<file path="src/wdl_pkg.sv">
// constants for the locked watchdog timer
//
// Behaviour
// - 32-bit counter decrements per slow tick
// - at zero set status and reload
// - second unserviced expiry asserts reset if enabled
// - period is reload value plus one ticks
// - interrupt clear clears status and reloads
// - enable low halts; rising restarts from reload
// - control bit one gates reset output
// - key write unlocks; other values lock writes
// - reload write restarts count; resets all ones
// - value register reads live count, ignores writes
// - registers decode at their fixed offsets
// - any clear write acts; clear reads zero
// - raw status bit0 unmasked, writes ignored
// - masked status is raw and enable, drives irq
// - lock reads one when locked, zero otherwise
package wdl_pkg;

  // register byte offsets
  localparam logic [11:0] OFF_RELOAD = 12'h000;
  localparam logic [11:0] OFF_COUNT = 12'h004;
  localparam logic [11:0] OFF_CTRL = 12'h008;
  localparam logic [11:0] OFF_ICLR = 12'h00c;
  localparam logic [11:0] OFF_RAW = 12'h010;
  localparam logic [11:0] OFF_MASKED = 12'h014;
  localparam logic [11:0] OFF_EVT = 12'h018;
  localparam logic [11:0] OFF_EVT_MASK = 12'h01c;
  localparam logic [11:0] OFF_GUARD = 12'hc00;

  // reset values and the unlock key
  localparam logic [31:0] RELOAD_RST = 32'hffffffff;
  localparam logic [31:0] WRITE_KEY = 32'h1acce551;

  // control and event field positions
  localparam int IRQ_EN_BIT = 0;
  localparam int REBOOT_EN_BIT = 1;
  localparam int EVT_EXPIRY_BIT = 0;
  localparam int EVT_BLOCKED_BIT = 1;
  localparam int EVT_W = 2;
  localparam int CTRL_W = 2;

  // axi responses
  localparam logic [1:0] RESP_OKAY = 2'h0;
  localparam logic [1:0] RESP_SLVERR = 2'h2;

endpackage : wdl_pkg

</file>
<file path="src/wdl_top.sv">
// locked watchdog timer with axi4-lite register slave
//
// Decided for this implementation: the AXI4-Lite register port.
`timescale 1ns/10ps
`default_nettype none

module wdl_top #(
  parameter int ADDR_W = 12
) (
  input wire logic aclk,
  input wire logic aresetn,
  // write address channel
  input wire logic [ADDR_W-1:0] s_axi_awaddr,
  input wire logic s_axi_awvalid,
  output logic s_axi_awready,
  // write data channel
  input wire logic [31:0] s_axi_wdata,
  input wire logic [3:0] s_axi_wstrb,
  input wire logic s_axi_wvalid,
  output logic s_axi_wready,
  // write response channel
  output logic [1:0] s_axi_bresp,
  output logic s_axi_bvalid,
  input wire logic s_axi_bready,
  // read address channel
  input wire logic [ADDR_W-1:0] s_axi_araddr,
  input wire logic s_axi_arvalid,
  output logic s_axi_arready,
  // read data channel
  output logic [31:0] s_axi_rdata,
  output logic [1:0] s_axi_rresp,
  output logic s_axi_rvalid,
  input wire logic s_axi_rready,
  // slow 32.768 khz square wave from rc or crystal oscillator
  input wire logic slow_clk_in,
  // level interrupt and one-cycle system reset request
  output logic irq,
  output logic wdt_reset
);

  // whole module state
  typedef struct packed {
    // write side of the register bus
    logic aw_held;
    logic [11:0] aw_addr;
    logic w_held;
    logic [31:0] w_data;
    logic [3:0] w_strb;
    logic bvalid;
    logic [1:0] bresp;
    // read side of the register bus
    logic rvalid;
    logic [31:0] rdata;
    logic [1:0] rresp;
    // slow clock filter
    logic sync1;
    logic sync2;
    logic sync3;
    logic slow_lvl;
    // counter, control and lock
    logic [31:0] current_count;
    logic [31:0] reload_reg;
    logic [1:0] ctrl;
    logic raw_irq_flag;
    logic locked;
    // events and outputs
    logic [1:0] evt;
    logic [1:0] evt_mask;
    logic irq_line;
    logic reboot;
  } wdl_state_t;

  wdl_state_t state_reg;
  wdl_state_t state_next;

  // merge written bytes into an old word
  function automatic logic [31:0] wdl_merge(
    input logic [31:0] old_word,
    input logic [31:0] new_word,
    input logic [3:0] strb
  );
    logic [31:0] res;
    res = old_word;
    // copy only the lanes whose strobe is set
    for (int i = 0; i < 4; i++) begin
      if (strb[i]) begin
        res[i*8 +: 8] = new_word[i*8 +: 8];
      end
    end
    return res;
  endfunction : wdl_merge

  // offset inside the block, low address bits dropped
  function automatic logic [11:0] wdl_offset(input logic [ADDR_W-1:0] addr);
    logic [11:0] off;
    off = 12'h000;
    // words are aligned, byte lane bits ignored
    off[ADDR_W-1:2] = addr[ADDR_W-1:2];
    return off;
  endfunction : wdl_offset

  // combinational helpers
  logic tick;
  logic expiry;
  logic masked_irq_flag;
  logic wr_go;
  logic [11:0] wr_off;
  logic [11:0] rd_off;
  logic [31:0] rd_word;
  logic rd_hit;
  logic [31:0] merged_reload;
  logic [31:0] merged_ctrl;
  logic [31:0] merged_mask;
  logic enable_rise;

  // handshake outputs straight from state
  assign s_axi_awready = !state_reg.aw_held && !state_reg.bvalid;
  assign s_axi_wready = !state_reg.w_held && !state_reg.bvalid;
  assign s_axi_arready = !state_reg.rvalid;
  assign s_axi_bvalid = state_reg.bvalid;
  assign s_axi_bresp = state_reg.bresp;
  assign s_axi_rvalid = state_reg.rvalid;
  assign s_axi_rdata = state_reg.rdata;
  assign s_axi_rresp = state_reg.rresp;

  // masked status for readback
  assign masked_irq_flag = state_reg.raw_irq_flag & state_reg.ctrl[wdl_pkg::IRQ_EN_BIT];

  // interrupt line and reset request straight from flops
  assign irq = state_reg.irq_line;
  assign wdt_reset = state_reg.reboot;

  // read decode
  always_comb begin
    // read word is chosen when the address is taken
    rd_off = wdl_offset(s_axi_araddr);
    rd_word = 32'h00000000;
    rd_hit = 1'b1;
    // unmapped offsets read zero and answer an error
    case (rd_off)
      wdl_pkg::OFF_RELOAD: rd_word = state_reg.reload_reg;
      wdl_pkg::OFF_COUNT: rd_word = state_reg.current_count;
      wdl_pkg::OFF_CTRL: rd_word[wdl_pkg::CTRL_W-1:0] = state_reg.ctrl;
      wdl_pkg::OFF_ICLR: rd_word = 32'h00000000;
      wdl_pkg::OFF_RAW: rd_word[0] = state_reg.raw_irq_flag;
      wdl_pkg::OFF_MASKED: rd_word[0] = masked_irq_flag;
      wdl_pkg::OFF_EVT: rd_word[wdl_pkg::EVT_W-1:0] = state_reg.evt;
      wdl_pkg::OFF_EVT_MASK: rd_word[wdl_pkg::EVT_W-1:0] = state_reg.evt_mask;
      wdl_pkg::OFF_GUARD: rd_word[0] = state_reg.locked;
      default: rd_hit = 1'b0;
    endcase
  end

  // next-state logic
  always_comb begin
    // hold everything; reset request lasts one cycle
    state_next = state_reg;
    state_next.reboot = 1'b0;

    // slow clock synchroniser, change taken when stages two and three agree
    // first stage feeds only the second
    state_next.sync1 = slow_clk_in;
    state_next.sync2 = state_reg.sync1;
    state_next.sync3 = state_reg.sync2;
    if (state_reg.sync2 == state_reg.sync3) begin
      state_next.slow_lvl = state_reg.sync3;
    end
    // tick only on the filtered rising edge
    tick = state_reg.sync2 && state_reg.sync3 && !state_reg.slow_lvl;

    // counting while enabled, one step per tick
    expiry = 1'b0;
    if (tick && state_reg.ctrl[wdl_pkg::IRQ_EN_BIT]) begin
      // zero reloads and raises the flag
      if (state_reg.current_count == 32'h00000000) begin
        expiry = 1'b1;
        state_next.current_count = state_reg.reload_reg;
        // flag still set: second expiry went unserviced
        if (state_reg.raw_irq_flag && state_reg.ctrl[wdl_pkg::REBOOT_EN_BIT]) begin
          state_next.reboot = 1'b1;
        end
      end else begin
        state_next.current_count = state_reg.current_count - 32'h00000001;
      end
    end

    // write address and data taken independently
    if (s_axi_awvalid && s_axi_awready) begin
      state_next.aw_held = 1'b1;
      state_next.aw_addr = wdl_offset(s_axi_awaddr);
    end
    // data may come before or after the address
    if (s_axi_wvalid && s_axi_wready) begin
      state_next.w_held = 1'b1;
      state_next.w_data = s_axi_wdata;
      state_next.w_strb = s_axi_wstrb;
    end

    // write execution once both halves are held
    wr_go = state_reg.aw_held && state_reg.w_held && !state_reg.bvalid;
    wr_off = state_reg.aw_addr;
    // byte-merged candidates for the strobed registers
    merged_reload = wdl_merge(state_reg.reload_reg, state_reg.w_data, state_reg.w_strb);
    merged_ctrl = wdl_merge({30'h00000000, state_reg.ctrl}, state_reg.w_data,
      state_reg.w_strb);
    merged_mask = wdl_merge({30'h00000000, state_reg.evt_mask}, state_reg.w_data,
      state_reg.w_strb);
    // no enable edge unless control is written
    enable_rise = 1'b0;
    if (wr_go) begin
      state_next.aw_held = 1'b0;
      state_next.w_held = 1'b0;
      state_next.bvalid = 1'b1;
      state_next.bresp = wdl_pkg::RESP_OKAY;
      // guard always writable so a locked block can reopen
      if (wr_off == wdl_pkg::OFF_GUARD) begin
        state_next.locked = (state_reg.w_data != wdl_pkg::WRITE_KEY);
      end else if (state_reg.locked) begin
        // blocked writes are dropped but still answered okay
        case (wr_off)
          wdl_pkg::OFF_RELOAD, wdl_pkg::OFF_COUNT, wdl_pkg::OFF_CTRL,
          wdl_pkg::OFF_ICLR, wdl_pkg::OFF_RAW, wdl_pkg::OFF_MASKED,
          wdl_pkg::OFF_EVT, wdl_pkg::OFF_EVT_MASK: begin
            // dropped write leaves a sticky event
            state_next.evt[wdl_pkg::EVT_BLOCKED_BIT] = 1'b1;
          end
          default: state_next.bresp = wdl_pkg::RESP_SLVERR;
        endcase
      end else begin
        case (wr_off)
          // new reload restarts the count at once
          wdl_pkg::OFF_RELOAD: begin
            state_next.reload_reg = merged_reload;
            state_next.current_count = merged_reload;
          end
          // enabling restarts from reload, not the old count
          wdl_pkg::OFF_CTRL: begin
            state_next.ctrl = merged_ctrl[wdl_pkg::CTRL_W-1:0];
            enable_rise = merged_ctrl[wdl_pkg::IRQ_EN_BIT] &&
              !state_reg.ctrl[wdl_pkg::IRQ_EN_BIT];
            if (enable_rise) begin
              state_next.current_count = state_reg.reload_reg;
            end
          end
          // any clear write drops the flag and reloads
          wdl_pkg::OFF_ICLR: begin
            state_next.raw_irq_flag = 1'b0;
            state_next.current_count = state_reg.reload_reg;
          end
          // event bits clear where a one is written
          wdl_pkg::OFF_EVT: begin
            state_next.evt = state_reg.evt & ~state_reg.w_data[wdl_pkg::EVT_W-1:0];
          end
          // event mask takes the strobed bytes
          wdl_pkg::OFF_EVT_MASK: begin
            state_next.evt_mask = merged_mask[wdl_pkg::EVT_W-1:0];
          end
          // read-only registers take and drop the write
          wdl_pkg::OFF_COUNT, wdl_pkg::OFF_RAW, wdl_pkg::OFF_MASKED: begin
            state_next.bresp = wdl_pkg::RESP_OKAY;
          end
          default: state_next.bresp = wdl_pkg::RESP_SLVERR;
        endcase
      end
    end

    // response stands until bready
    if (state_reg.bvalid && s_axi_bready) begin
      state_next.bvalid = 1'b0;
    end

    // expiry sets after any clear, so set wins
    if (expiry) begin
      state_next.raw_irq_flag = 1'b1;
      state_next.evt[wdl_pkg::EVT_EXPIRY_BIT] = 1'b1;
    end

    // read channel
    // a new address waits until the last answer is taken
    if (s_axi_arvalid && s_axi_arready) begin
      state_next.rvalid = 1'b1;
      state_next.rdata = rd_word;
      state_next.rresp = rd_hit ? wdl_pkg::RESP_OKAY : wdl_pkg::RESP_SLVERR;
    end else if (state_reg.rvalid && s_axi_rready) begin
      state_next.rvalid = 1'b0;
    end

    // interrupt line follows the state it is registered with
    state_next.irq_line = (state_next.raw_irq_flag & state_next.ctrl[wdl_pkg::IRQ_EN_BIT]) |
      (|(state_next.evt & state_next.evt_mask));
  end

  // state register with synchronous reset
  always_ff @(posedge aclk) begin
    if (!aresetn) begin
      // count and reload start from all ones
      state_reg <= '0;
      state_reg.reload_reg <= wdl_pkg::RELOAD_RST;
      state_reg.current_count <= wdl_pkg::RELOAD_RST;
    end else begin
      state_reg <= state_next;
    end
  end

endmodule : wdl_top

`default_nettype wire

</file>
<file path="config.mk">
export PLATFORM = sky130hd
export DESIGN_NAME = wdl_top
export DESIGN_NICKNAME = d
export VERILOG_FILES = /design/src/wdl_pkg.sv /design/src/wdl_top.sv
export SDC_FILE = /design/constraint.sdc
export NUM_CORES = 1
export LEC_CHECK = 0
export ABC_AREA = 0
export BUFFER_PORTS_ARGS = -buffer_cell sky130_fd_sc_hd__buf_2
export CAP_MARGIN = 20
export CORE_ASPECT_RATIO = 0.8
export CORE_MARGIN = 3
export CORE_UTILIZATION = 50
export CTS_CLUSTER_SIZE = 40
export DETAILED_ROUTE_END_ITERATION = 8
export PLACE_DENSITY_LB_ADDON = 0.1
export SYNTH_ARGS = -nofsm -noshare
export SYNTH_HDL_FRONTEND = slang
export SYNTH_SLANG_ARGS = --single-unit
</file>
<file path="constraint.sdc">
create_clock -name aclk -period 2.43 [get_ports aclk]
set_input_delay 0.1215 -clock aclk [delete_from_list [all_inputs] [get_ports aclk]]
set_output_delay 0.1215 -clock aclk [all_outputs]
set_load 0.005 [all_outputs]
</file>
## Yosys cells after proc, flatten, opt, wreduce, memory -nomap -nowiden

Cells that the tools add are included.

| word-level totals | value |
|---|---|
| word-level logic and storage cells | 122 |
| bits of input ports | 68 |
| output and inout bits | 43 |
| flip-flop bits (word level) | 164 |
| latch bits | 0 |
| memories | 0 |
| RAM bits | 0 |
| ROM bits | 0 |

| operators by class | value |
|---|---|
| div/mod/pow operators | 0 |
| bitwise logic cells | 9 |
| equal/unequal tests | 18 |
| add/sub/neg operators | 1 |
| $mul | 0 |
| shifts and indexed selects | 0 |
| reductions and logical operators | 33 |
| multiplexer cells | 37 |
| $lt $le $gt $ge | 0 |

Operators by type and width:

| kind | count |
|---|---|
| two-way mux 67 bit | 2 |
| two-way mux 32 bit | 4 |
| case mux 32 bit (3 select lines) | 1 |
| == test 10 x 3 -> 1 bit (second input constant) | 8 |
| two-way mux 72 bit | 1 |
| case mux 30 bit (2 select lines) | 1 |
| == test 10 x 2 -> 1 bit (second input constant) | 4 |
| logical NOT 32 bit | 1 |
| two-way mux 8 bit | 4 |
| inequality test 32 x 29 -> 1 bit (second input constant) | 1 |
| subtractor 32 x 1 -> 32 bit (second input constant) | 1 |
| == test 10 x 1 -> 1 bit (second input constant) | 2 |
| == test 10 bit (second input constant) | 2 |
| two-way mux 2 bit | 8 |
| logical AND 1 bit | 14 |
| logical NOT 12 bit | 1 |
| two-way mux 1 bit | 12 |
| logical NOT 10 bit | 1 |
| OR reduction 9 bit | 1 |
| case mux 1 bit (8 select lines) | 1 |
| OR reduction 8 bit | 1 |
| logical NOT 1 bit | 6 |
| OR reduction 2 bit | 3 |
| case mux 1 bit (5 select lines) | 1 |
| other kinds (13) | 17 |

## Depth between registers and ports, before layout

Gate-level depths: netlist (run 1).

| logic depth | value |
|---|---|
| depth after elaboration | 13 |
| mapped depth | 11 |
| gate-level depth less buffers | 8 |

## Worst setup path after synthesis (run 1)

Ideal clock, no wire load.

| path | value |
|---|---|
| path kind | register -> register |
| start point | register state_reg[42] (netlist name) |
| end point | register state_reg[64] (netlist name) |
| clock period less this slack | 2434 ps |
| cell stages (with the launch flop) | 10 |
| library setup time | 122 ps |
| data required time | 2308 ps |
| arrival time | 2312 ps |
| slack | -4 ps |
| path buffers | 1 |
| cell sequence | dfxtp_1 clkbuf_1 inv_1 ha_1 nor3b_1 nand2_1 or4_1 a211oi_1 o31ai_1 o311a_1 |

| between the ends | value |
|---|---|
| word-level cells in the longest chain between the ends | 8 |
| elaborated cells on any way between the ends | 9 |
| those cells by class | 1 x add/sub; 7 x mux; 1 x reduce/logical |

Ends and longest elaborated chain:

| element | line | source |
|---|---|---|
| start: declaration | wdl_top.sv:73 | `wdl_state_t state_reg;` |
| start signal: assignment | wdl_top.sv:301 | `state_reg <= state_next;` |
| subtractor 32 x 1 -> 32 bit or logical NOT 32 bit (tied branches) | wdl_top.sv:183, wdl_top.sv:175 |  |
| two-way mux 32 bit * | wdl_top.sv:175 | `if (state_reg.current_count == 32'h00000000) begin` |
| two-way mux 32 bit * | wdl_top.sv:173 | `if (tick && state_reg.ctrl[wdl_pkg::IRQ_EN_BIT]) begin` |
| two-way mux 32 bit | wdl_top.sv:241 | `if (enable_rise) begin` |
| case mux 32 bit (3 select lines) | wdl_top.sv:230 | `case (wr_off)` |
| two-way mux 67 bit | wdl_top.sv:218 | `end else if (state_reg.locked) begin` |
| two-way mux 67 bit | wdl_top.sv:216 | `if (wr_off == wdl_pkg::OFF_GUARD) begin` |
| two-way mux 72 bit * | wdl_top.sv:210 | `if (wr_go) begin` |

Mark *: on every way between the ends. The rest lies on a longest branch, timed or not.
A chain may end at the register's enable or synchronous reset.

## Final worst setup path (run 1)

| path | value |
|---|---|
| start point | register state_reg[57] (netlist name) |
| end point | register state_reg[64] (netlist name) |

The elaborated chain is that of the path after synthesis.

==> tab_implementation.tex, run 1 <==
\begin{tabular}{lr}
\hline
Metric & Value \\
\hline
\multicolumn{2}{l}{\textbf{STA}} \\
\quad Unrepaired setup endpoints after global routing & no \\
\quad Max Clock Skew & 11.2 ps \\
\quad Worst-case headroom to the max-slew limit & 58.6\% \\
\quad Final critical-path required period & 2350 ps \\
\quad Final-report max-slew violation count & 0 \\
\quad Slew @ Worst Pin & 620 ps \\
\quad Final number of hold-violating endpoints & 0 \\
\quad Post-route setup TNS & 0 ps \\
\quad Share of the clock period used by the worst path after layout & 96.9\% \\
\quad Finish-stage setup viols & 0 \\
\quad Max Clock Freq & 425 MHz \\
\multicolumn{2}{l}{\textbf{Worst setup path}} \\
\quad Arrival time worst endpoint & 2680 ps \\
\quad Critical path class & reg -> reg \\
\quad Startpoint Class & flip-flop \\
\quad Maximum fanout count along the critical path & 5 \\
\quad Depth of the most critical reg-to-reg path & 8 \\
\quad Crit path capture type & flip-flop \\
\quad Required time of the critical path & 2750 ps \\
\multicolumn{2}{l}{\textbf{Synth}} \\
\quad Number of flip-flops and latches in the synthesized netlist & 162 \\
\quad Sequential cell area fraction in the yosys report & 37.7\% \\
\quad Synth Warn \# & 0 \\
\quad Fraction of registers with async set/reset & 0\% \\
\quad Distinct cell type count of the synthesized netlist & 76 \\
\quad Number of flops mapped to enable cells by yosys & 0 \\
\quad Mean Syn Cell Area & 7.60 sq um \\
\quad Mapped cell area & 8600 sq um \\
\quad Cell count after synthesis & 1132 \\
\quad Primary flip-flop cell chosen by synthesis mapping & sky130\_fd\_sc\_hd\_\_dfxtp\_1 \\
\multicolumn{2}{l}{\textbf{Layout}} \\
\quad Share of final-layout standard cells stronger than drive strength 1 & 20.1\% \\
\quad Sequential cell area & 3240 sq um \\
\quad Flip-flop count of the largest register, all copies and words added & 112 \\
\quad Multi-input logic area & 4760 sq um \\
\quad Post-Route Utilization & 63.8\% \\
\quad N\_diodes & 0 \\
\quad Synthesis-to-layout area growth & 23.9\% \\
\quad Net count, final & 1347 \\
\quad Layout fillers & 1538 \\
\multicolumn{2}{l}{\textbf{Global route}} \\
\quad Largest net degree at the start of global routing & 44 \\
\quad Number of antenna violations at the first check in global routing & 0 \\
\quad GRT Overall Usage & 30.6\% \\
\quad Global-route wire length before repair & 45500 um \\
\quad Number of global-route vias before repair & 8191 \\
\quad Total gr overflow & 0 \\
\multicolumn{2}{l}{\textbf{Clock network}} \\
\quad Clock sink total & 162 \\
\quad Reg clk slew, reported paths & 70 ps \\
\quad TritonCTS clock tree & built \\
\quad Total CTS buffers & 17 \\
\quad Worst-skew pair later-pin latency & 440 ps \\
\quad Root buf cell & sky130\_fd\_sc\_hd\_\_clkbuf\_16 \\
\quad Deepest clock path buffer count & 2 \\
\quad H-tree level count & 4 \\
\multicolumn{2}{l}{\textbf{Floorplanning}} \\
\quad Die height & 123 um \\
\quad Starting Density & 51.5\% \\
\quad DIE AREA & 18800 sq um \\
\quad Floorplan die width & 153 um \\
\quad IO Count & 111 \\
\quad Number of rows created at floorplan & 42 \\
\quad Core footprint & 16700 sq um \\
\multicolumn{2}{l}{\textbf{Pwr}} \\
\quad Max IR drop VDD & 0.000464 V \\
\quad Pwr per Cell Area & 630 nW/um\^{}2 \\
\quad Reported leakage power & 4.33 nW \\
\quad Final total power & 6.72 mW \\
\multicolumn{2}{l}{\textbf{Hold path}} \\
\quad Worst min path class & in -> reg \\
\quad Cell count of the worst hold path & 3 \\
\multicolumn{2}{l}{\textbf{Route}} \\
\quad Drc violations & 0 \\
\quad Average wire length per cell after detail routing & 19.6 um \\
\quad Met2 wirelength from detailed routing & 11600 um \\
\quad Wire length the detailed router placed on met1 & 13900 um \\
\quad Vias after detailed routing & 9207 \\
\quad DRC marker count from the first detailed-route iteration & 1147 \\
\quad Antenna viol nets, final & 0 \\
\quad Top metal layer carrying routed signals & met4 \\
\quad Total Wirelength & 29500 um \\
\quad Post-detailed-route via-to-cell ratio & 6.10 \\
\quad Sum of met3 wire segment lengths after detailed routing & 3500 um \\
\quad Pre-antenna DRT Iters & 6 \\
\multicolumn{2}{l}{\textbf{Status}} \\
\quad Result of the run & complete, no violations \\
\multicolumn{2}{l}{\textbf{Job}} \\
\quad Max\_cap viols & 0 \\
\multicolumn{2}{l}{\textbf{Place}} \\
\quad HPWL after detailed placement & 21000 um \\
\quad IO Port Bufs & 104 \\
\quad Placer congestion estimate & 1.00 \\
\hline
\end{tabular}
cell usage after synthesis, drive strengths merged (6+ instances only):
cell type  count  share of area, %
a31oi         12              0.87
nand3         68               4.0
or3           12              0.87
mux2i         16               1.9
or2            6              0.47
a21oi         98               5.7
o21ai         50               2.9
nor3          55               3.3
nand4         20               1.5
nor2          90               3.9
nand2        188               8.2
nor2b          7              0.51
nor4          18               1.8
a211oi         7              0.61
a22oi         20               1.7
buf           51               4.0
o211ai         8              0.70
and2          11              0.80
a221oi        36               3.7
or4            8              0.74
o221ai        13               1.4
dfxtp        162                38
clkbuf        73               3.2
inv           11              0.48
kinds of logic (layout without fill, tap and decap cells):
kind of cell,after synthesis,count (layout),share of synthesized area (%)
XOR/XNOR,7,7,0.713
multiplexers,19,19,2.26
other,1,2,0.0436
flip-flops,162,162,37.7
buffers and inverters,135,291,7.71
AND/OR/NAND/NOR,512,512,28.7
adder cells (fa/ha/maj),3,3,0.437
AO/OA/AOI/OAI,293,293,22.4
area by class of cell:
cell class	instances	share of cell area, %
Clock buffer	18	4.12
Clock inverter	14	1.24
Inverter	11	0.387
Multi-Input combinational cell	836	44.7
Sequential cell	162	30.4
Tap cell	220	2.58
Timing Repair Buffer	248	16.6
per-stage QoR:
stage	hold slack, ps	area (sq um)	cells	setup WS [ps]
5_1_grt	53.0	10700	1509	3.36
4_1_cts	7.89	10600	1504	55.7
2_1_floorplan	221	8610	1133	115
3_5_place_dp	327	9500	1422	66.7
3_3_place_gp	316	9500	1422	87.8
6_report	11.6	10700	1509	75.0
final timing paths:
| kind | end | slack (ps) | start |
|---|---|---|---|
| worst max-delay path | state_reg[64] | 80 | state_reg[57] |
| worst min-delay path | s_axi_rresp[1] | 10 | s_axi_araddr[5] |
| worst max register to register | state_reg[64] | 80 | state_reg[57] |
| worst min register to register | state_next[75] | 440 | state_next[76] |
cells in the final DEF (no fill, tap or decap), types with 6 or more instances in the layout:
master and instances:
sky130_fd_sc_hd__nand4_1 20, sky130_fd_sc_hd__mux2i_1 16, sky130_fd_sc_hd__a31oi_1 11, sky130_fd_sc_hd__nor2b_1 6
sky130_fd_sc_hd__inv_8 6, sky130_fd_sc_hd__buf_4 90, sky130_fd_sc_hd__nor4_1 11, sky130_fd_sc_hd__nor2_1 90
sky130_fd_sc_hd__buf_2 104, sky130_fd_sc_hd__a22oi_1 20, sky130_fd_sc_hd__clkbuf_16 17, sky130_fd_sc_hd__inv_1 10
sky130_fd_sc_hd__dfxtp_1 162, sky130_fd_sc_hd__a221oi_1 36, sky130_fd_sc_hd__or3_1 12, sky130_fd_sc_hd__nand2_1 188
sky130_fd_sc_hd__and2_1 10, sky130_fd_sc_hd__nor3_1 54, sky130_fd_sc_hd__nand3_1 68, sky130_fd_sc_hd__o211ai_1 8
sky130_fd_sc_hd__dlygate4sd3_1 50, sky130_fd_sc_hd__o21ai_0 47, sky130_fd_sc_hd__o221ai_1 12, sky130_fd_sc_hd__or4_1 7
sky130_fd_sc_hd__a21oi_1 96, sky130_fd_sc_hd__a211oi_1 7
worst max-delay path, stage by stage, from the launching register on:
cell and delay, ps:
sky130_fd_sc_hd__dfxtp_1 330, sky130_fd_sc_hd__nor3_1 330, sky130_fd_sc_hd__nand4_1 200, sky130_fd_sc_hd__buf_4 190, sky130_fd_sc_hd__buf_4 140, sky130_fd_sc_hd__or4_1 520
sky130_fd_sc_hd__a211oi_1 250, sky130_fd_sc_hd__o31ai_1 130, sky130_fd_sc_hd__o311a_1 150
metal layers:
metal | vias up | GRT usage, %
met1 | 4269 | 46.3
li1 | 4388 | -
met4 | 0 | 8.40
met5 | - | 0
met3 | 52 | 9.97
met2 | 498 | 41.2
what timing repair did:
action                                 in CTS  in global routing
gates resized for setup                     0                 11
hold buffers                               50                  0
buffers inserted                            0                  4
endpoints found under the hold margin      49                  0
setup endpoints to repair                   0                 17
report_power, final:
| part | switching (mW) | internal, mW | total (mW) |
|---|---|---|---|
| sequential | 0.142 | 2.80 | 2.94 |
| clock | 1.27 | 1.39 | 2.65 |
| combinational | 0.643 | 0.481 | 1.12 |
Note: power is estimated with default switching activity, not from simulation.
==> inputs of run 2 (changes only) <==
--- a/config.mk
+++ b/config.mk
@@ -14,6 +14,7 @@
 export CTS_CLUSTER_SIZE = 40
 export DETAILED_ROUTE_END_ITERATION = 8
 export PLACE_DENSITY_LB_ADDON = 0.1
+export SETUP_SLACK_MARGIN = 0.5
 export SYNTH_ARGS = -nofsm -noshare
 export SYNTH_HDL_FRONTEND = slang
 export SYNTH_SLANG_ARGS = --single-unit
==> run 2 against run 1 <==
  * Utilization grew 5.9 points
  * Clock power rose by 5%
  * Count of clock-buffer cells in the layout shrank 1
  * Die area unchanged
  * Register-to-register slack better by 20 ps
  * Worst hold slack better by 91 ps
  * Largest cell class unchanged
  * Via count rose by 3.8%
  * Clock skew fell by 3.3 ps
  * Critical path depth rose by 1
==> tab_implementation.tex, run 2 (synthesis results as in run 1) <==
\begin{tabular}{lr}
\hline
Metric & Value \\
\hline
\multicolumn{2}{l}{\textbf{Worst setup path}} \\
\quad Maximum fanout count along the critical path & 5 \\
\quad Crit path capture type & flip-flop \\
\quad Most repeated library cell on the critical path & sky130\_fd\_sc\_hd\_\_buf\_6 \\
\quad Critical path cell sequence & nor4\_4, buf\_6, buf\_12, nand2\_2, buf\_6, or3\_4, nor3\_4, mux2i\_2, a21oi\_1 \\
\quad Worst flop-to-flop path startpoint & state\_reg[49] \\
\quad Depth of the most critical reg-to-reg path & 9 \\
\quad Arrival time worst endpoint & 2650 ps \\
\quad Crit path max-delay family & simple AND/OR/NAND/NOR gates \\
\quad Critical path class & reg -> reg \\
\quad Required time of the critical path & 2750 ps \\
\quad Buffering stage count on the worst path with inverters included & 3 \\
\quad Reg-to-reg critical path endpoint & state\_reg[73] \\
\quad Reg-to-reg setup timing slack & 100 ps \\
\quad Delay of the slowest cell on the worst path & 420 ps \\
\quad Startpoint Class & flip-flop \\
\quad Worst-path cell with the longest stage delay & sky130\_fd\_sc\_hd\_\_or3\_4 \\
\multicolumn{2}{l}{\textbf{Place}} \\
\quad Placed standard-cell area & 9600 sq um \\
\quad HPWL after detailed placement & 21200 um \\
\quad Dpl cells & 1419 \\
\quad IO Port Bufs & 104 \\
\quad Placer congestion estimate & 0.968 \\
\multicolumn{2}{l}{\textbf{STA}} \\
\quad Unrepaired setup endpoints after global routing & yes \\
\quad Finish-stage setup viols & 0 \\
\quad Post-route setup TNS & 0 ps \\
\quad Max Clock Skew & 7.83 ps \\
\quad Worst hold slack & 102 ps \\
\quad Slew @ Worst Pin & 748 ps \\
\quad Final-report max-slew violation count & 0 \\
\quad Final critical-path required period & 2330 ps \\
\quad Max Clock Freq & 429 MHz \\
\quad Share of the clock period used by the worst path after layout & 96.0\% \\
\quad Final number of hold-violating endpoints & 0 \\
\quad Worst-case headroom to the max-slew limit & 50.0\% \\
\multicolumn{2}{l}{\textbf{Clock network}} \\
\quad Total CTS buffers & 17 \\
\quad Worst-skew pair later-pin latency & 440 ps \\
\quad Reg clk slew, reported paths & 70 ps \\
\quad Deepest clock path buffer count & 2 \\
\quad Clock sink total & 162 \\
\quad H-tree level count & 4 \\
\quad TritonCTS clock tree & built \\
\quad Root buf cell & sky130\_fd\_sc\_hd\_\_clkbuf\_16 \\
\multicolumn{2}{l}{\textbf{Floorplanning}} \\
\quad Starting Density & 51.5\% \\
\quad IO Count & 111 \\
\quad DIE AREA & 18800 sq um \\
\quad Die height & 123 um \\
\quad Floorplan die width & 153 um \\
\quad Number of rows created at floorplan & 42 \\
\quad Core footprint & 16700 sq um \\
\multicolumn{2}{l}{\textbf{Status}} \\
\quad Result of the run & complete, no violations \\
\multicolumn{2}{l}{\textbf{Route}} \\
\quad Vias after detailed routing & 9561 \\
\quad DRC marker count from the first detailed-route iteration & 982 \\
\quad Drc violations & 0 \\
\quad Antenna viol nets, final & 0 \\
\quad Total Wirelength & 31200 um \\
\quad Pre-antenna DRT Iters & 5 \\
\quad Average wire length per cell after detail routing & 20.1 um \\
\quad Post-detailed-route via-to-cell ratio & 6.17 \\
\multicolumn{2}{l}{\textbf{Hold path}} \\
\quad Hold path startpoint & s\_axi\_araddr[10] \\
\quad Cell count of the worst hold path & 3 \\
\quad Worst min path class & in -> reg \\
\quad Hold EP & s\_axi\_rresp[1] \\
\multicolumn{2}{l}{\textbf{Layout}} \\
\quad Synthesis-to-layout area growth & 35.4\% \\
\quad Top library cells by usage in the layout, fill and taps aside & sky130\_fd\_sc\_hd\_\_nand2\_1, sky130\_fd\_sc\_hd\_\_dfxtp\_1, sky130\_fd\_sc\_hd\_\_buf\_2 \\
\quad Net count, final & 1387 \\
\quad N\_diodes & 0 \\
\quad Share of final-layout standard cells stronger than drive strength 1 & 29.0\% \\
\quad Flip-flop count of the largest register, all copies and words added & 112 \\
\quad Most common cell after layout, fill and taps aside & sky130\_fd\_sc\_hd\_\_nand2\_1 \\
\quad Count of placed standard cells in the final layout, fillers left out & 1549 \\
\quad Post-Layout Inst Area & 11600 sq um \\
\multicolumn{2}{l}{\textbf{Global route}} \\
\quad Largest net degree at the start of global routing & 55 \\
\quad GRT Overall Usage & 32.0\% \\
\quad Global-route wire length before repair & 47600 um \\
\quad Number of global-route vias before repair & 8562 \\
\quad Total gr overflow & 0 \\
\quad Number of antenna violations at the first check in global routing & 0 \\
\multicolumn{2}{l}{\textbf{Job}} \\
\quad Max\_cap viols & 0 \\
\multicolumn{2}{l}{\textbf{Pwr}} \\
\quad Pwr per Cell Area & 597 nW/um\^{}2 \\
\quad Reported leakage power & 4.78 nW \\
\quad Max IR drop VDD & 0.000448 V \\
\hline
\end{tabular}
==> run 2: cell count changes in the layout (fill, tap and decap cells not counted), moves of 9 or more <==
cell	delta
sky130_fd_sc_hd__buf_6	+27
sky130_fd_sc_hd__nand2_2	+9
sky130_fd_sc_hd__o21ai_0	-17
sky130_fd_sc_hd__dfxtp_2	+11
sky130_fd_sc_hd__nand2_1	-10
sky130_fd_sc_hd__dfxtp_1	-15
==> run 2: repair_timing <==
item / 4_1_cts / 5_1_grt
hold buffers: 51 / 0
pin swaps: 36 / 43
resized for setup: 73 / 68
buffers inserted: 27 / 17
endpoints found under the setup margin: 66 / 69
endpoints found under the hold margin: 50 / 0
cloned: 3 / 0
==> run 2: worst max path at each step <==
stage | start | end | slack (ps) | depth (start not counted)
floorplan | state_reg[62] | state_reg[67] | 160 | 8
global placement | state_reg[63] | state_reg[56] | 80 | 6
detailed placement | state_reg[63] | state_reg[56] | 60 | 6
CTS | state_reg[63] | state_reg[62] | 220 | 7
global route | state_reg[50] | state_reg[61] | 30 | 8
finish | state_reg[49] | state_reg[73] | 100 | 9
==> run 2: metal layers <==
metal  track usage (%)  part of all wire, %  vias to the layer above  wire [um]
li1                  -                    -                     4475          -
met1              46.3                   44                     4457      13700
met2              45.3                   41                      567      12900
met3              10.1                   12                       62       3850
met4              10.4                  2.4                        0        743
met5                 0                    0                        -          0
==> run 2: through the flow <==
step	worst slack (ps)	total power, mW	util, %
2_1_floorplan	158	3.65	-
3_3_place_gp	80.9	4.01	57.5
4_1_cts	225	6.89	67.3
3_5_place_dp	58.0	4.02	57.5
5_1_grt	29.1	7.21	69.7
6_report	96.9	6.95	69.7
==> run 2: where the power goes <==
| group | switching (mW) | total (mW) | internal, mW | leakage (nW) |
|---|---|---|---|---|
| registers | 0.162 | 2.96 | 2.79 | 1.32 |
| clock network | 1.30 | 2.79 | 1.49 | 0.299 |
| logic | 0.677 | 1.20 | 0.527 | 3.16 |
| total | 2.14 | 6.95 | 4.81 | 4.78 |
==> run 2: area by class of cell <==
| type | instances | area (sq um) |
|---|---|---|
| flip-flops and latches | 162 | 3270 |
| repair buffers | 286 | 2200 |
| clock buffers | 17 | 425 |
| fillers | 1398 | 5060 |
| inverters | 11 | 53.8 |
| well taps | 220 | 275 |
| clock inverters | 15 | 191 |
| multi-input cells | 838 | 5230 |
==> run 2: worst register-to-register path: stages (launching register included) <==
cell and delay, ps:
sky130_fd_sc_hd__dfxtp_4 370, sky130_fd_sc_hd__nor4_4 290, sky130_fd_sc_hd__buf_6 160, sky130_fd_sc_hd__buf_12 110
sky130_fd_sc_hd__nand2_2 60, sky130_fd_sc_hd__buf_6 140, sky130_fd_sc_hd__or3_4 420, sky130_fd_sc_hd__nor3_4 220
sky130_fd_sc_hd__mux2i_2 330, sky130_fd_sc_hd__a21oi_1 120
==> inputs of run 3 (changes only) <==
==> constraint.sdc (replaced) <==
create_clock -name aclk -period 2.2 [get_ports aclk]
set_input_delay 0.11 -clock aclk [delete_from_list [all_inputs] [get_ports aclk]]
set_output_delay 0.11 -clock aclk [all_outputs]
set_load 0.005 [all_outputs]
==> run 3 against run 2 <==
  * The flow now finishes with violations (negative setup slack)
  * First-iteration DRC count rose by 44%
  * Largest cell class unchanged
  * Setup slack worse by 150 ps
  * Sequential share of layout area fell by 2.2 points
  * Global-route usage increased by 1.2 points
  * Highest routed layer unchanged
  * Critical path type unchanged
  * Maximum frequency grew 3.4%
==> tab_implementation.tex, run 3 (synthesis results as in run 1) <==
\begin{tabular}{lr}
\hline
Metric & Value \\
\hline
\multicolumn{2}{l}{\textbf{Pwr}} \\
\quad Max IR drop VDD & 0.000511 V \\
\quad Switching power & 2.40 mW \\
\quad Internal & 5.47 mW \\
\quad Final total power & 7.87 mW \\
\quad Sw frac & 30.5\% \\
\quad Clock share of power & 39.9\% \\
\quad Pwr per Cell Area & 622 nW/um\^{}2 \\
\quad Reported leakage power & 5.16 nW \\
\quad Logic pwr share & 18.8\% \\
\quad Proportion of power drawn by flip-flops and latches & 41.3\% \\
\multicolumn{2}{l}{\textbf{Route}} \\
\quad Drc violations & 0 \\
\quad Average wire length per cell after detail routing & 21.1 um \\
\quad Post-detailed-route via-to-cell ratio & 6.23 \\
\quad Total Wirelength & 33800 um \\
\quad DRC marker count from the first detailed-route iteration & 1414 \\
\quad Vias after detailed routing & 9974 \\
\quad Pre-antenna DRT Iters & 6 \\
\quad Antenna viol nets, final & 0 \\
\multicolumn{2}{l}{\textbf{Place}} \\
\quad Dpl cells & 1463 \\
\quad IO Port Bufs & 104 \\
\quad Placer congestion estimate & 0.969 \\
\quad Setup WS pre-CTS & -133 ps \\
\quad HPWL after detailed placement & 21600 um \\
\quad Placed standard-cell area & 10000 sq um \\
\multicolumn{2}{l}{\textbf{STA}} \\
\quad Final-report max-slew violation count & 0 \\
\quad Final critical-path required period & 2260 ps \\
\quad Max Clock Freq & 443 MHz \\
\quad Max Clock Skew & 7.60 ps \\
\quad Slew @ Worst Pin & 646 ps \\
\quad Unrepaired setup endpoints after global routing & yes \\
\quad Crit path setup slack, layout & -55.8 ps \\
\quad Finish-stage setup viols & 10 \\
\quad Share of the clock period used by the worst path after layout & 103\% \\
\quad Final number of hold-violating endpoints & 0 \\
\quad Worst-case headroom to the max-slew limit & 56.9\% \\
\multicolumn{2}{l}{\textbf{Hold path}} \\
\quad Hold path startpoint & s\_axi\_wvalid \\
\quad Hold EP & state\_reg[152] \\
\quad Cell count of the worst hold path & 4 \\
\quad Worst min path class & in -> reg \\
\multicolumn{2}{l}{\textbf{Layout}} \\
\quad Most common cell after layout, fill and taps aside & sky130\_fd\_sc\_hd\_\_dfxtp\_1 \\
\quad Post-Layout Inst Area & 12700 sq um \\
\quad Top library cells by usage in the layout, fill and taps aside & sky130\_fd\_sc\_hd\_\_dfxtp\_1, sky130\_fd\_sc\_hd\_\_nand2\_1, sky130\_fd\_sc\_hd\_\_buf\_4 \\
\quad Layout fillers & 1228 \\
\quad Count of placed standard cells in the final layout, fillers left out & 1600 \\
\quad Share of final-layout standard cells stronger than drive strength 1 & 37.7\% \\
\quad Synthesis-to-layout area growth & 47.2\% \\
\quad N\_diodes & 0 \\
\quad Net count, final & 1438 \\
\quad Flip-flop count of the largest register, all copies and words added & 112 \\
\multicolumn{2}{l}{\textbf{Global route}} \\
\quad Number of antenna violations at the first check in global routing & 0 \\
\quad GRT Overall Usage & 33.3\% \\
\quad Largest net degree at the start of global routing & 40 \\
\quad Number of global-route vias before repair & 8737 \\
\quad Global-route wire length before repair & 49500 um \\
\quad Total gr overflow & 0 \\
\multicolumn{2}{l}{\textbf{Job}} \\
\quad Max\_cap viols & 0 \\
\multicolumn{2}{l}{\textbf{Worst setup path}} \\
\quad Required time of the critical path & 2510 ps \\
\quad Reg-to-reg setup timing slack & -60 ps \\
\quad Maximum fanout count along the critical path & 4 \\
\quad Worst flop-to-flop path startpoint & state\_reg[42] \\
\quad Reg-to-reg critical path endpoint & state\_reg[59] \\
\quad Crit path capture type & flip-flop \\
\quad Depth of the most critical reg-to-reg path & 9 \\
\quad Critical path class & reg -> reg \\
\quad Startpoint Class & flip-flop \\
\quad Arrival time worst endpoint & 2560 ps \\
\multicolumn{2}{l}{\textbf{Clock network}} \\
\quad H-tree level count & 4 \\
\quad Clock sink total & 162 \\
\quad Deepest clock path buffer count & 2 \\
\quad Total CTS buffers & 17 \\
\quad TritonCTS clock tree & built \\
\quad Worst-skew pair later-pin latency & 450 ps \\
\quad Reg clk slew, reported paths & 70 ps \\
\quad Root buf cell & sky130\_fd\_sc\_hd\_\_clkbuf\_16 \\
\multicolumn{2}{l}{\textbf{Floorplanning}} \\
\quad Number of rows created at floorplan & 42 \\
\quad DIE AREA & 18800 sq um \\
\quad Starting Density & 51.5\% \\
\quad Core footprint & 16700 sq um \\
\quad Die height & 123 um \\
\quad Floorplan die width & 153 um \\
\quad IO Count & 111 \\
\multicolumn{2}{l}{\textbf{Status}} \\
\quad Violated checks & negative setup slack \\
\quad Result of the run & finished with violations \\
\hline
\end{tabular}
-- run 3: how the worst max path moves through the flow --
| stage | startpoint | to | slack [ps] | cells after the start |
|---|---|---|---|---|
| final | state_reg[42] | state_reg[59] | -60 | 9 |
| after detailed placement | state_reg[69] | state_reg[56] | -130 | 6 |
| after floorplan | state_reg[62] | state_reg[67] | -70 | 8 |
| after CTS | state_reg[57] | state_reg[63] | 6 | 7 |
| after global placement | state_reg[69] | state_reg[56] | -140 | 6 |
| after global routing | state_reg[42] | state_reg[62] | -130 | 9 |
-- run 3: area by class of cell --
type / instances / area [sq um] / share of cell area [%]
clock inverters: 13 / 169 / 1.33
well taps: 220 / 275 / 2.17
clock buffers: 19 / 433 / 3.42
multi-input cells: 838 / 5710 / 45.1
flip-flops and latches: 162 / 3280 / 25.9
repair buffers: 337 / 2740 / 21.7
inverters: 11 / 53.8 / 0.425
-- run 3: per-stage QoR --
stage          util, %  setup TNS [ps]  hold WS, ps
3_3_place_gp      60.0            -955          305
4_1_cts           70.8               0         44.3
2_1_floorplan        -            -386          209
5_1_grt           75.7           -1340          114
3_5_place_dp      60.0            -899          304
6_report          75.7            -335         70.1
-- run 3: timing repair --
action	CTS	global route
resized for setup	111	146
setup endpoints to repair	69	79
buffers inserted	27	20
hold buffers	51	0
gates cloned	5	2
endpoints found under the hold margin	50	0
pin swaps	55	69
-- run 3: critical path: stages (launching register included) --
cell and delay, ps:
sky130_fd_sc_hd__dfxtp_4 370, sky130_fd_sc_hd__inv_8 60, sky130_fd_sc_hd__ha_4 110, sky130_fd_sc_hd__nor3b_2 240
sky130_fd_sc_hd__nand4_1 210, sky130_fd_sc_hd__buf_4 200, sky130_fd_sc_hd__or3_4 390, sky130_fd_sc_hd__or3_4 350
sky130_fd_sc_hd__a41oi_2 140, sky130_fd_sc_hd__a41oi_1 60
-- run 3: layer usage --
layer / GRT usage, % / vias up / share of wire (%) / routed length, um
li1: - / 4592 / - / -
met5: 0 / - / 0 / 0
met2: 47.9 / 646 / 42 / 14200
met4: 8.90 / 0 / 2.8 / 940
met3: 9.31 / 107 / 13 / 4240
met1: 48.9 / 4629 / 43 / 14400
-- run 3: power by group through the flow --
stage                     clock network [mW]  registers [mW]  logic, mW
after global placement                     0            3.29       1.18
final                                   3.14            3.25       1.48
after global routing                    3.25            3.27       1.60
after CTS                               3.13            3.23       1.34
after floorplan                            0            3.28      0.765
after detailed placement                   0            3.29       1.19
